[src/hw/wkc_pkg.sv]
// Behaviour
// RULE1 - reload value is high byte bits 15:8, low byte bits 7:0; interval value times tick
// RULE2 - host writes zero to reserved config bits
// RULE3 - coarse trim in config high bits 6:3 picks one of sixteen tune states
// RULE4 - tick divider code picks divide by 1,4,8,16,128,1024,8192,65536
// RULE5 - config low bit 6 enables rc oscillator, bit 5 crystal oscillator
// RULE6 - config low bit 4 selects rc tick source when 1, crystal when 0
// RULE7 - config low bit 3 keeps retention ram powered in sleep
// RULE8 - config low bit 0 arms wake-up on timer timeout
// RULE9 - device leaves sleep each time the wake timer expires
// RULE10 - wake counter counts hardware wake-ups and may interrupt host
// RULE11 - host programs a 16-bit wake limit
// RULE12 - every wake-up increments the wake count
// RULE13 - wake count greater than limit clears count to zero
// RULE14 - over limit with mask bit set raises host irq and enters off state
// RULE15 - host writes high byte directly followed by low byte
// RULE16 - timer starts from reload once both reload bytes written
// RULE17 - the four controller registers are write-only
// RULE18 - wake timer is a 16-bit down counter on the divided tick
// RULE19 - timer reloads on each timeout for periodic wake-ups
package wkc_pkg;
   localparam logic [9:0] ADDR_IRQ_MASK_LOW = 10'h100;
   localparam logic [9:0] ADDR_WAKE_COUNT_HI = 10'h102;
   localparam logic [9:0] ADDR_WAKE_COUNT_LO = 10'h103;
   localparam logic [9:0] ADDR_WAKE_LIMIT_HI = 10'h104;
   localparam logic [9:0] ADDR_WAKE_LIMIT_LO = 10'h105;
   localparam logic [9:0] ADDR_WAKE_CONFIG_HIGH = 10'h30c;
   localparam logic [9:0] ADDR_WAKE_CONFIG_LOW = 10'h30d;
   localparam logic [9:0] ADDR_WAKE_RELOAD_HIGH = 10'h30e;
   localparam logic [9:0] ADDR_WAKE_RELOAD_LOW = 10'h30f;
   localparam int WAKE_LIMIT_IRQ_BIT = 0;
   localparam int TRIM_MSB = 6;
   localparam int TRIM_LSB = 3;
   localparam int DIV_MSB = 2;
   localparam int RC_EN_BIT = 6;
   localparam int XTAL_EN_BIT = 5;
   localparam int SRC_SEL_BIT = 4;
   localparam int RAM_PWR_BIT = 3;
   localparam int ARM_BIT = 0;
   localparam logic [7:0] CFG_HIGH_RESET = 8'h68;
   localparam logic [7:0] CFG_LOW_RESET = 8'h00;
   localparam logic [3:0] TRIM_NOMINAL = 4'hd;
   localparam int SYNC_STAGES = 2;
   typedef enum logic [1:0] {
      WKC_SLEEP = 2'b00,
      WKC_AWAKE = 2'b01,
      WKC_OFF = 2'b10
   } wkc_state_t;
endpackage

[src/hw/wkc_tick_div.sv]
`timescale 1ns/1ps
module wkc_tick_div
   import wkc_pkg::*;
(
   input wire logic clk,
   input wire logic rst_n,
   input wire logic slowEdge,
   input wire logic [2:0] divSel,
   output logic tick
);
   typedef struct packed {
      logic [15:0] cnt;
      logic tick;
   } wkc_div_t;
   wkc_div_t state_reg, state_next;

   function automatic logic [15:0] wkc_div_last(input logic [2:0] sel);
      case (sel) // RULE4
         3'h0: wkc_div_last = 16'h0000;
         3'h1: wkc_div_last = 16'h0003;
         3'h2: wkc_div_last = 16'h0007;
         3'h3: wkc_div_last = 16'h000f;
         3'h4: wkc_div_last = 16'h007f;
         3'h5: wkc_div_last = 16'h03ff;
         3'h6: wkc_div_last = 16'h1fff;
         default: wkc_div_last = 16'hffff;
      endcase
   endfunction

   always_comb begin
      state_next = state_reg;
      state_next.tick = 1'b0;
      if (slowEdge) begin
         if (state_reg.cnt >= wkc_div_last(divSel)) begin
            state_next.cnt = 16'h0000;
            state_next.tick = 1'b1;
         end else begin
            state_next.cnt = state_reg.cnt + 16'h0001;
         end
      end
   end

   always_ff @(posedge clk or negedge rst_n) begin
      if (!rst_n) begin
         state_reg <= '0;
      end else begin
         state_reg <= state_next;
      end
   end

   assign tick = state_reg.tick;

   property p_tick_needs_edge;
      @(posedge clk) disable iff (!rst_n) tick |-> $past(slowEdge);
   endproperty
   a_tick_needs_edge: assert property (p_tick_needs_edge) else $error("tick without slow edge"); // RULE4
endmodule

[src/hw/wkc_wake_controller.sv]
`timescale 1ns/1ps
module wkc_wake_controller
   import wkc_pkg::*;
(
   input wire logic clk,
   input wire logic rst_n,
   input wire logic rcOscClk,
   input wire logic xtalOscClk,
   input wire logic regWrite,
   input wire logic regRead,
   input wire logic [9:0] regAddr,
   input wire logic [7:0] regWdata,
   output logic [7:0] regRdata,
   input wire logic sleepCmd,
   input wire logic wakeDone,
   output logic rcOscEnable,
   output logic crystalOscEnable,
   output logic [3:0] rcOscCoarseTrim,
   output logic retentionRamPower,
   output logic sleepState,
   output logic offState,
   output logic wakePulse,
   output logic hostIrqPin
);
   ////////////////////////////////////////////////////////////////////////////
   typedef struct packed {
      logic [7:0] cfgHigh;
      logic [7:0] cfgLow;
      logic [7:0] reloadHigh;
      logic [15:0] reloadValue;
      logic [15:0] timer;
      logic running;
      logic [7:0] irqMask;
      logic [15:0] wakeCount;
      logic [15:0] wakeLimit;
      wkc_state_t fsm;
      logic wake;
      logic irq;
      logic [7:0] rdata;
      logic [SYNC_STAGES-1:0] rcSync;
      logic [SYNC_STAGES-1:0] xtSync;
      logic rcLast;
      logic xtLast;
   } wkc_ctl_t;
   wkc_ctl_t state_reg, state_next;
   logic tick;
   logic slowEdge;
   logic srcRc;

   ////////////////////////////////////////////////////////////////////////////
   // slow oscillators are foreign clocks: synchronise, then detect edges
   assign srcRc = state_reg.cfgLow[SRC_SEL_BIT]; // RULE6
   assign slowEdge = srcRc
      ? (state_reg.rcSync[1] & ~state_reg.rcLast & state_reg.cfgLow[RC_EN_BIT])
      : (state_reg.xtSync[1] & ~state_reg.xtLast & state_reg.cfgLow[XTAL_EN_BIT]);

   wkc_tick_div u_div (
      .clk(clk),
      .rst_n(rst_n),
      .slowEdge(slowEdge),
      .divSel(state_reg.cfgHigh[DIV_MSB:0]),
      .tick(tick)
   );

   always_comb begin
      state_next = state_reg;
      state_next.wake = 1'b0;
      state_next.rcSync = {state_reg.rcSync[0], rcOscClk};
      state_next.xtSync = {state_reg.xtSync[0], xtalOscClk};
      state_next.rcLast = state_reg.rcSync[1];
      state_next.xtLast = state_reg.xtSync[1];
      state_next.rdata = 8'h00;
      // down counter on the divided tick, reloading for periodic wake
      if (state_reg.running && tick) begin // RULE18
         if (state_reg.timer <= 16'h0001) begin
            state_next.timer = state_reg.reloadValue; // RULE19
            if (state_reg.cfgLow[ARM_BIT] && state_reg.fsm == WKC_SLEEP) begin // RULE8
               state_next.wake = 1'b1; // RULE9
               state_next.fsm = WKC_AWAKE;
            end
         end else begin
            state_next.timer = state_reg.timer - 16'h0001;
         end
      end
      // hardware wake counter; the fsm step runs one cycle after the wake
      case (state_reg.fsm)
         WKC_SLEEP: begin
         end
         WKC_AWAKE: begin
            if (state_reg.wake) begin
               if (state_reg.wakeCount + 16'h0001 > state_reg.wakeLimit) begin // RULE10
                  state_next.wakeCount = 16'h0000; // RULE13
                  if (state_reg.irqMask[WAKE_LIMIT_IRQ_BIT]) begin
                     state_next.irq = 1'b1; // RULE14
                     state_next.fsm = WKC_OFF;
                  end else begin
                     state_next.fsm = WKC_SLEEP;
                  end
               end else begin
                  state_next.wakeCount = state_reg.wakeCount + 16'h0001; // RULE12
                  state_next.fsm = WKC_SLEEP;
               end
            end else if (wakeDone) begin
               state_next.fsm = WKC_SLEEP;
            end
         end
         WKC_OFF: begin
            if (sleepCmd) begin
               state_next.fsm = WKC_SLEEP;
               state_next.irq = 1'b0;
            end
         end
         default: state_next.fsm = WKC_OFF;
      endcase
      // register writes; reserved bits stored as written, host keeps them zero
      if (regWrite) begin
         case (regAddr)
            ADDR_IRQ_MASK_LOW: state_next.irqMask = regWdata;
            ADDR_WAKE_COUNT_HI: state_next.wakeCount[15:8] = regWdata;
            ADDR_WAKE_COUNT_LO: state_next.wakeCount[7:0] = regWdata;
            ADDR_WAKE_LIMIT_HI: state_next.wakeLimit[15:8] = regWdata; // RULE11
            ADDR_WAKE_LIMIT_LO: state_next.wakeLimit[7:0] = regWdata;
            ADDR_WAKE_CONFIG_HIGH: state_next.cfgHigh = regWdata; // RULE2
            ADDR_WAKE_CONFIG_LOW: state_next.cfgLow = regWdata; // RULE15
            ADDR_WAKE_RELOAD_HIGH: state_next.reloadHigh = regWdata;
            ADDR_WAKE_RELOAD_LOW: begin
               state_next.reloadValue = {state_reg.reloadHigh, regWdata}; // RULE1
               state_next.timer = {state_reg.reloadHigh, regWdata}; // RULE16
               state_next.running = 1'b1;
            end
            default: ;
         endcase
      end
      if (state_reg.fsm == WKC_OFF && sleepCmd && !regWrite) begin
         state_next.wakeCount = state_next.wakeCount;
      end
      // config and reload registers are write-only and read as zero; mask, count and limit read back
      if (regRead) begin // RULE17
         case (regAddr)
            ADDR_IRQ_MASK_LOW: state_next.rdata = state_reg.irqMask;
            ADDR_WAKE_COUNT_HI: state_next.rdata = state_reg.wakeCount[15:8];
            ADDR_WAKE_COUNT_LO: state_next.rdata = state_reg.wakeCount[7:0];
            ADDR_WAKE_LIMIT_HI: state_next.rdata = state_reg.wakeLimit[15:8];
            ADDR_WAKE_LIMIT_LO: state_next.rdata = state_reg.wakeLimit[7:0];
            default: state_next.rdata = 8'h00;
         endcase
      end
   end

   always_ff @(posedge clk or negedge rst_n) begin
      if (!rst_n) begin
         state_reg <= '0;
         state_reg.cfgHigh <= CFG_HIGH_RESET;
         state_reg.cfgLow <= CFG_LOW_RESET;
         state_reg.fsm <= WKC_OFF;
      end else begin
         state_reg <= state_next;
      end
   end

   ////////////////////////////////////////////////////////////////////////////
   assign regRdata = state_reg.rdata;
   assign rcOscEnable = state_reg.cfgLow[RC_EN_BIT]; // RULE5
   assign crystalOscEnable = state_reg.cfgLow[XTAL_EN_BIT]; // RULE5
   assign rcOscCoarseTrim = state_reg.cfgHigh[TRIM_MSB:TRIM_LSB]; // RULE3
   assign retentionRamPower = state_reg.cfgLow[RAM_PWR_BIT]; // RULE7
   assign sleepState = (state_reg.fsm == WKC_SLEEP);
   assign offState = (state_reg.fsm == WKC_OFF);
   assign wakePulse = state_reg.wake;
   assign hostIrqPin = state_reg.irq;

   ////////////////////////////////////////////////////////////////////////////
   property p_wake_on_expiry;
      @(posedge clk) disable iff (!rst_n)
         (state_reg.running && tick && state_reg.timer <= 16'h0001
          && state_reg.cfgLow[ARM_BIT] && sleepState) |=> wakePulse;
   endproperty
   a_wake_on_expiry: assert property (p_wake_on_expiry) else $error("no wake on expiry"); // RULE9

   property p_disarmed_no_wake;
      @(posedge clk) disable iff (!rst_n)
         !state_reg.cfgLow[ARM_BIT] && !regWrite |=> !wakePulse;
   endproperty
   a_disarmed_no_wake: assert property (p_disarmed_no_wake) else $error("wake while disarmed"); // RULE8

   property p_reload_on_expiry;
      @(posedge clk) disable iff (!rst_n)
         (state_reg.running && tick && state_reg.timer <= 16'h0001 && !regWrite)
         |=> state_reg.timer == $past(state_reg.reloadValue);
   endproperty
   a_reload_on_expiry: assert property (p_reload_on_expiry) else $error("no reload"); // RULE19

   property p_count_down;
      @(posedge clk) disable iff (!rst_n)
         (state_reg.running && tick && state_reg.timer > 16'h0001 && !regWrite)
         |=> state_reg.timer == $past(state_reg.timer) - 16'h0001;
   endproperty
   a_count_down: assert property (p_count_down) else $error("timer not decremented"); // RULE18

   property p_reload_write;
      @(posedge clk) disable iff (!rst_n)
         regWrite && regAddr == ADDR_WAKE_RELOAD_LOW
         |=> state_reg.timer == {$past(state_reg.reloadHigh), $past(regWdata)};
   endproperty
   a_reload_write: assert property (p_reload_write) else $error("reload not loaded"); // RULE16

   property p_count_inc;
      @(posedge clk) disable iff (!rst_n)
         (state_reg.fsm == WKC_AWAKE && state_reg.wake && !regWrite
          && state_reg.wakeCount + 16'h0001 <= state_reg.wakeLimit)
         |=> state_reg.wakeCount == $past(state_reg.wakeCount) + 16'h0001 ##1 1'b1;
   endproperty
   a_count_inc: assert property (p_count_inc) else $error("count not incremented"); // RULE12

   property p_count_clear;
      @(posedge clk) disable iff (!rst_n)
         (state_reg.fsm == WKC_AWAKE && state_reg.wake && !regWrite
          && state_reg.wakeCount + 16'h0001 > state_reg.wakeLimit)
         |=> state_reg.wakeCount == 16'h0000;
   endproperty
   a_count_clear: assert property (p_count_clear) else $error("count not cleared"); // RULE13

   property p_irq_off;
      @(posedge clk) disable iff (!rst_n)
         (state_reg.fsm == WKC_AWAKE && state_reg.wake
          && state_reg.wakeCount + 16'h0001 > state_reg.wakeLimit
          && state_reg.irqMask[WAKE_LIMIT_IRQ_BIT])
         |=> hostIrqPin && offState;
   endproperty
   a_irq_off: assert property (p_irq_off) else $error("no irq on limit"); // RULE14

   property p_write_only;
      @(posedge clk) disable iff (!rst_n)
         regRead && regAddr >= ADDR_WAKE_CONFIG_HIGH && regAddr <= ADDR_WAKE_RELOAD_LOW
         |=> regRdata == 8'h00;
   endproperty
   a_write_only: assert property (p_write_only) else $error("write-only reg readable"); // RULE17
endmodule

[config.mk]
export PLATFORM = sky130hd
export DESIGN_NAME = wkc_wake_controller
export DESIGN_NICKNAME = d
export VERILOG_FILES = /design/src/hw/wkc_pkg.sv /design/src/hw/wkc_tick_div.sv /design/src/hw/wkc_wake_controller.sv
export SDC_FILE = /design/constraint.sdc
export NUM_CORES = 1
export LEC_CHECK = 0
export BUFFER_PORTS_ARGS = -buffer_cell sky130_fd_sc_hd__buf_2
export CORE_ASPECT_RATIO = 1.75
export CORE_UTILIZATION = 55
export CTS_CLUSTER_DIAMETER = 60
export DETAILED_ROUTE_END_ITERATION = 8
export PLACE_DENSITY = 0.85
export SLEW_MARGIN = 5
export SYNTH_ARGS = -nofsm -noshare
export SYNTH_HDL_FRONTEND = slang
export SYNTH_SLANG_ARGS = --single-unit
[constraint.sdc]
create_clock -name clk -period 9.1 [get_ports clk]
set_input_delay 1.82 -clock clk [delete_from_list [all_inputs] [get_ports clk]]
set_output_delay 1.82 -clock clk [all_outputs]
set_load 0.01 [all_outputs]
==> results.sh <==
export IMPL_outcome="complete, no violations"
export IMPL_synth_fp_nets=809
export IMPL_largest_register_ffs=89
export IMPL_cts_tree="built"
export IMPL_required_ns=9.39
export IMPL_clock_sinks=128
export IMPL_dr_pass1_iters=6
export IMPL_ant_nets=0
export IMPL_die_area_mm2=0.01365
export IMPL_fmax_mhz=243.1
export IMPL_grt_max_degree=68
export IMPL_p_leak_nw=3.605
export IMPL_num_fill_cells=1030
export IMPL_critPathCaptureType="flip-flop"
export IMPL_fin_worst_skew_ns=0.008441
export IMPL_cts_buffer_depth=2
export IMPL_drc=0
export IMPL_yosysSeqAreaShare_pct=44.30
export IMPL_drt_total_wl_mm=17.94
export IMPL_postCtsHoldBufs=0
export IMPL_htreeDepth=4
export IMPL_setup_viol=0
export IMPL_fin_crit_ns=4.114
export IMPL_drv_cap=0
export IMPL_hold_viol=0
export IMPL_worstSetupStartpointType="flip-flop"
export IMPL_antenna_cells=0
export IMPL_io_buffers=44
export IMPL_clock_latency_ns=0.42
export IMPL_min_path_type="reg2reg"
export IMPL_setup_tns_final_ns=0
export IMPL_maxSlewViolCount=0
export IMPL_path_clk_slew_ns=0.06
export IMPL_ir_drop_mv=0.1232
export IMPL_slowest_delay_ns=0.91
export IMPL_area_growth_pct=10.82
export IMPL_relSlewSlack_pct=23.93
export IMPL_min_period_over_period_pct=45.20
export IMPL_row_count=55
export IMPL_fp_dieW_um=88.74
export IMPL_core_area_mm2=0.01287
export IMPL_cts_root_buf="clkbuf_16"
export IMPL_cts_setup_buffers=0
export IMPL_gp_congestion=0.9022
export IMPL_rsz0062_at_grt="false"
export IMPL_ioPinCount=45
export IMPL_multi_input_area_mm2=0.003642
export IMPL_ys_flop_type="dfrtp_1"
export IMPL_die_y_um=153.8
export IMPL_synthCells=747
export IMPL_crit_fanout=16
export IMPL_initial_core_util_pct=56.28
export IMPL_slowest_stage="a2111oi_0"
export IMPL_regArea_mm2=0.003208
export IMPL_antenna_found_initial=0
export IMPL_wl_per_cell_um=18.90
export IMPL_powerDensity_mw_per_mm2=171.1
export IMPL_path_class="reg2reg"
export IMPL_syn_cell_area_mm2=0.007242
export IMPL_grt_pass1_vias=5886
export IMPL_path_delay_family="simple AND/OR/NAND/NOR gates"
export IMPL_ctsResizeCount=0
export IMPL_ys_types=73
export IMPL_grt_pass1_wl_mm=29.28
export IMPL_viasPerCell=6.283
export IMPL_ys_async_sr_fraction_pct=100.0
export IMPL_hpwl_mm=12.48
export IMPL_drt_iter0_markers=511
export IMPL_via_count=5963
export IMPL_drive_gt1_share_pct=19.79
export IMPL_synth_warnings=0
export IMPL_grt_util_all_layers_pct=28.53
export IMPL_synth_avg_cell_area_um2=9.695
export IMPL_tightest_slew_ns=1.140
export IMPL_ys_ff_latch=128
export IMPL_crit_arrival_ns=4.40
export IMPL_power_mw=1.373
export IMPL_path_cells="nand3_1 > nor4_1 > nand4_1 > xnor2_1 > ha_1 > nand4_1 > a2111oi_0 > o31ai_2 > buf_4 > nand3_1 > a21oi_1"
export IMPL_numCtsBuffers=17
export IMPL_crit_buf_inv=1
export IMPL_overflow=0
export IMPL_synth_edf_count=0
export IMPL_final_nets=827
[area by class of cell]
type | count | share of cell area, %
Sequential cell | 128 | 39.98
Clock inverter | 15 | 1.980
Clock buffer | 17 | 5.301
Timing Repair Buffer | 46 | 2.962
Multi-Input combinational cell | 535 | 45.39
Inverter | 37 | 1.731
Tap cell | 171 | 2.666
[where the power goes]
group,switching [mW],internal [mW],total (mW)
Combinational,0.0582,0.0359,0.0941
Sequential,0.0254,0.584,0.609
Clock,0.264,0.406,0.670
[kinds of logic after synthesis]
family | Yosys count | synth area share [%]
AOI/OAI and AO/OA | 145 | 13.18
xor gates and xnor gates | 23 | 2.782
adders and majority gates | 36 | 6.220
buffers and inverters | 84 | 5.442
DFF | 128 | 44.30
muxes | 44 | 6.824
and+or+nand+nor | 287 | 21.25
[worst paths after layout]
kind / startpoint / slack (ns) / to / cells after the start
setup / recovery: state_reg[36]$_DFF_PN0_ / 4.99 / state_reg[35]$_DFF_PN0_ / 11
hold / removal: state_next[3]$_DFF_PN0_ / 0.35 / state_next[0]$_DFF_PN0_ / 0
setup reg to reg: state_reg[36]$_DFF_PN0_ / 4.99 / state_reg[35]$_DFF_PN0_ / 11
hold reg to reg: state_next[3]$_DFF_PN0_ / 0.35 / state_next[0]$_DFF_PN0_ / 0
max in group asynchronous: rst_n / 6.25 / state_reg[61]$_DFF_PN0_ / 2
min in group asynchronous: rst_n / 1.47 / state_reg[46]$_DFF_PN0_ / 1
[layer usage]
| metal | vias to the layer above | part of all wire (%) | GRT usage (%) |
|---|---|---|---|
| li1 | 2711 | - | - |
| met1 | 2900 | 35 | 30.02 |
| met2 | 269 | 54 | 49.16 |
| met3 | 83 | 4.8 | 5.797 |
| met4 | 0 | 6.5 | 20.12 |
| met5 | - | 0 | 0 |
[synth_stat cells (4+ instances only)]
| library cell | n | area, µm² |
|---|---|---|
| mux2_2 | 43 | 484.2 |
| nand4_1 | 18 | 112.6 |
| and3_1 | 4 | 25.02 |
| a31oi_1 | 10 | 62.56 |
| or2_2 | 5 | 31.28 |
| a22oi_1 | 13 | 97.59 |
| nand2_1 | 93 | 349.1 |
| and2_1 | 5 | 31.28 |
| nor3_1 | 14 | 70.07 |
| a211oi_1 | 5 | 37.54 |
| or3_1 | 6 | 37.54 |
| o22ai_1 | 7 | 43.79 |
| dfrtp_1 | 124 | 3103 |
| nor2_1 | 46 | 172.7 |
| o21ai_0 | 23 | 115.1 |
| inv_1 | 37 | 138.9 |
| dfstp_2 | 4 | 105.1 |
| a21oi_1 | 30 | 150.1 |
| buf_4 | 14 | 105.1 |
| o21ai_1 | 10 | 50.05 |
| nor4_1 | 5 | 31.28 |
| o31ai_1 | 4 | 30.03 |
| nor3b_1 | 4 | 30.03 |
| buf_2 | 9 | 45.04 |
| ha_1 | 36 | 450.4 |
| xor2_1 | 4 | 35.03 |
| nand3_1 | 48 | 240.2 |
| o211ai_1 | 9 | 67.56 |
| nand2b_1 | 6 | 37.54 |
| clkbuf_1 | 21 | 78.83 |
| nor2b_1 | 6 | 37.54 |
| xnor2_1 | 19 | 166.4 |
| a2bb2oi_1 | 7 | 61.31 |
[layout by cell type, fill, tap and decap left out, types with 6 or more instances in the layout]
cell	n
a21oi_1	30
a22oi_1	13
a2bb2oi_1	7
a31oi_1	10
buf_2	43
clkbuf_16	17
dfrtp_1	124
ha_1	36
inv_1	37
mux2_2	43
nand2_1	93
nand2b_1	6
nand3_1	48
nand4_1	18
nor2_1	45
nor2b_1	6
nor3_1	14
o211ai_1	9
o21ai_0	23
o21ai_1	10
o22ai_1	7
or3_1	6
xnor2_1	19
[per-stage QoR]
stage	setup WS (ns)	hold slack, ns	cell area [µm²]	instances	util (%)
floorplan	5.708	0.3312	7242	747	-
global placement	5.055	0.3326	7441	917	57.82
detailed placement	4.991	0.3365	7441	917	57.82
CTS	5.009	0.3516	8025	949	62.36
global route	4.827	0.3562	8025	949	62.36
finish	4.986	0.3472	8025	949	62.36
No activity file was read; power rests on OpenSTA's default activity.
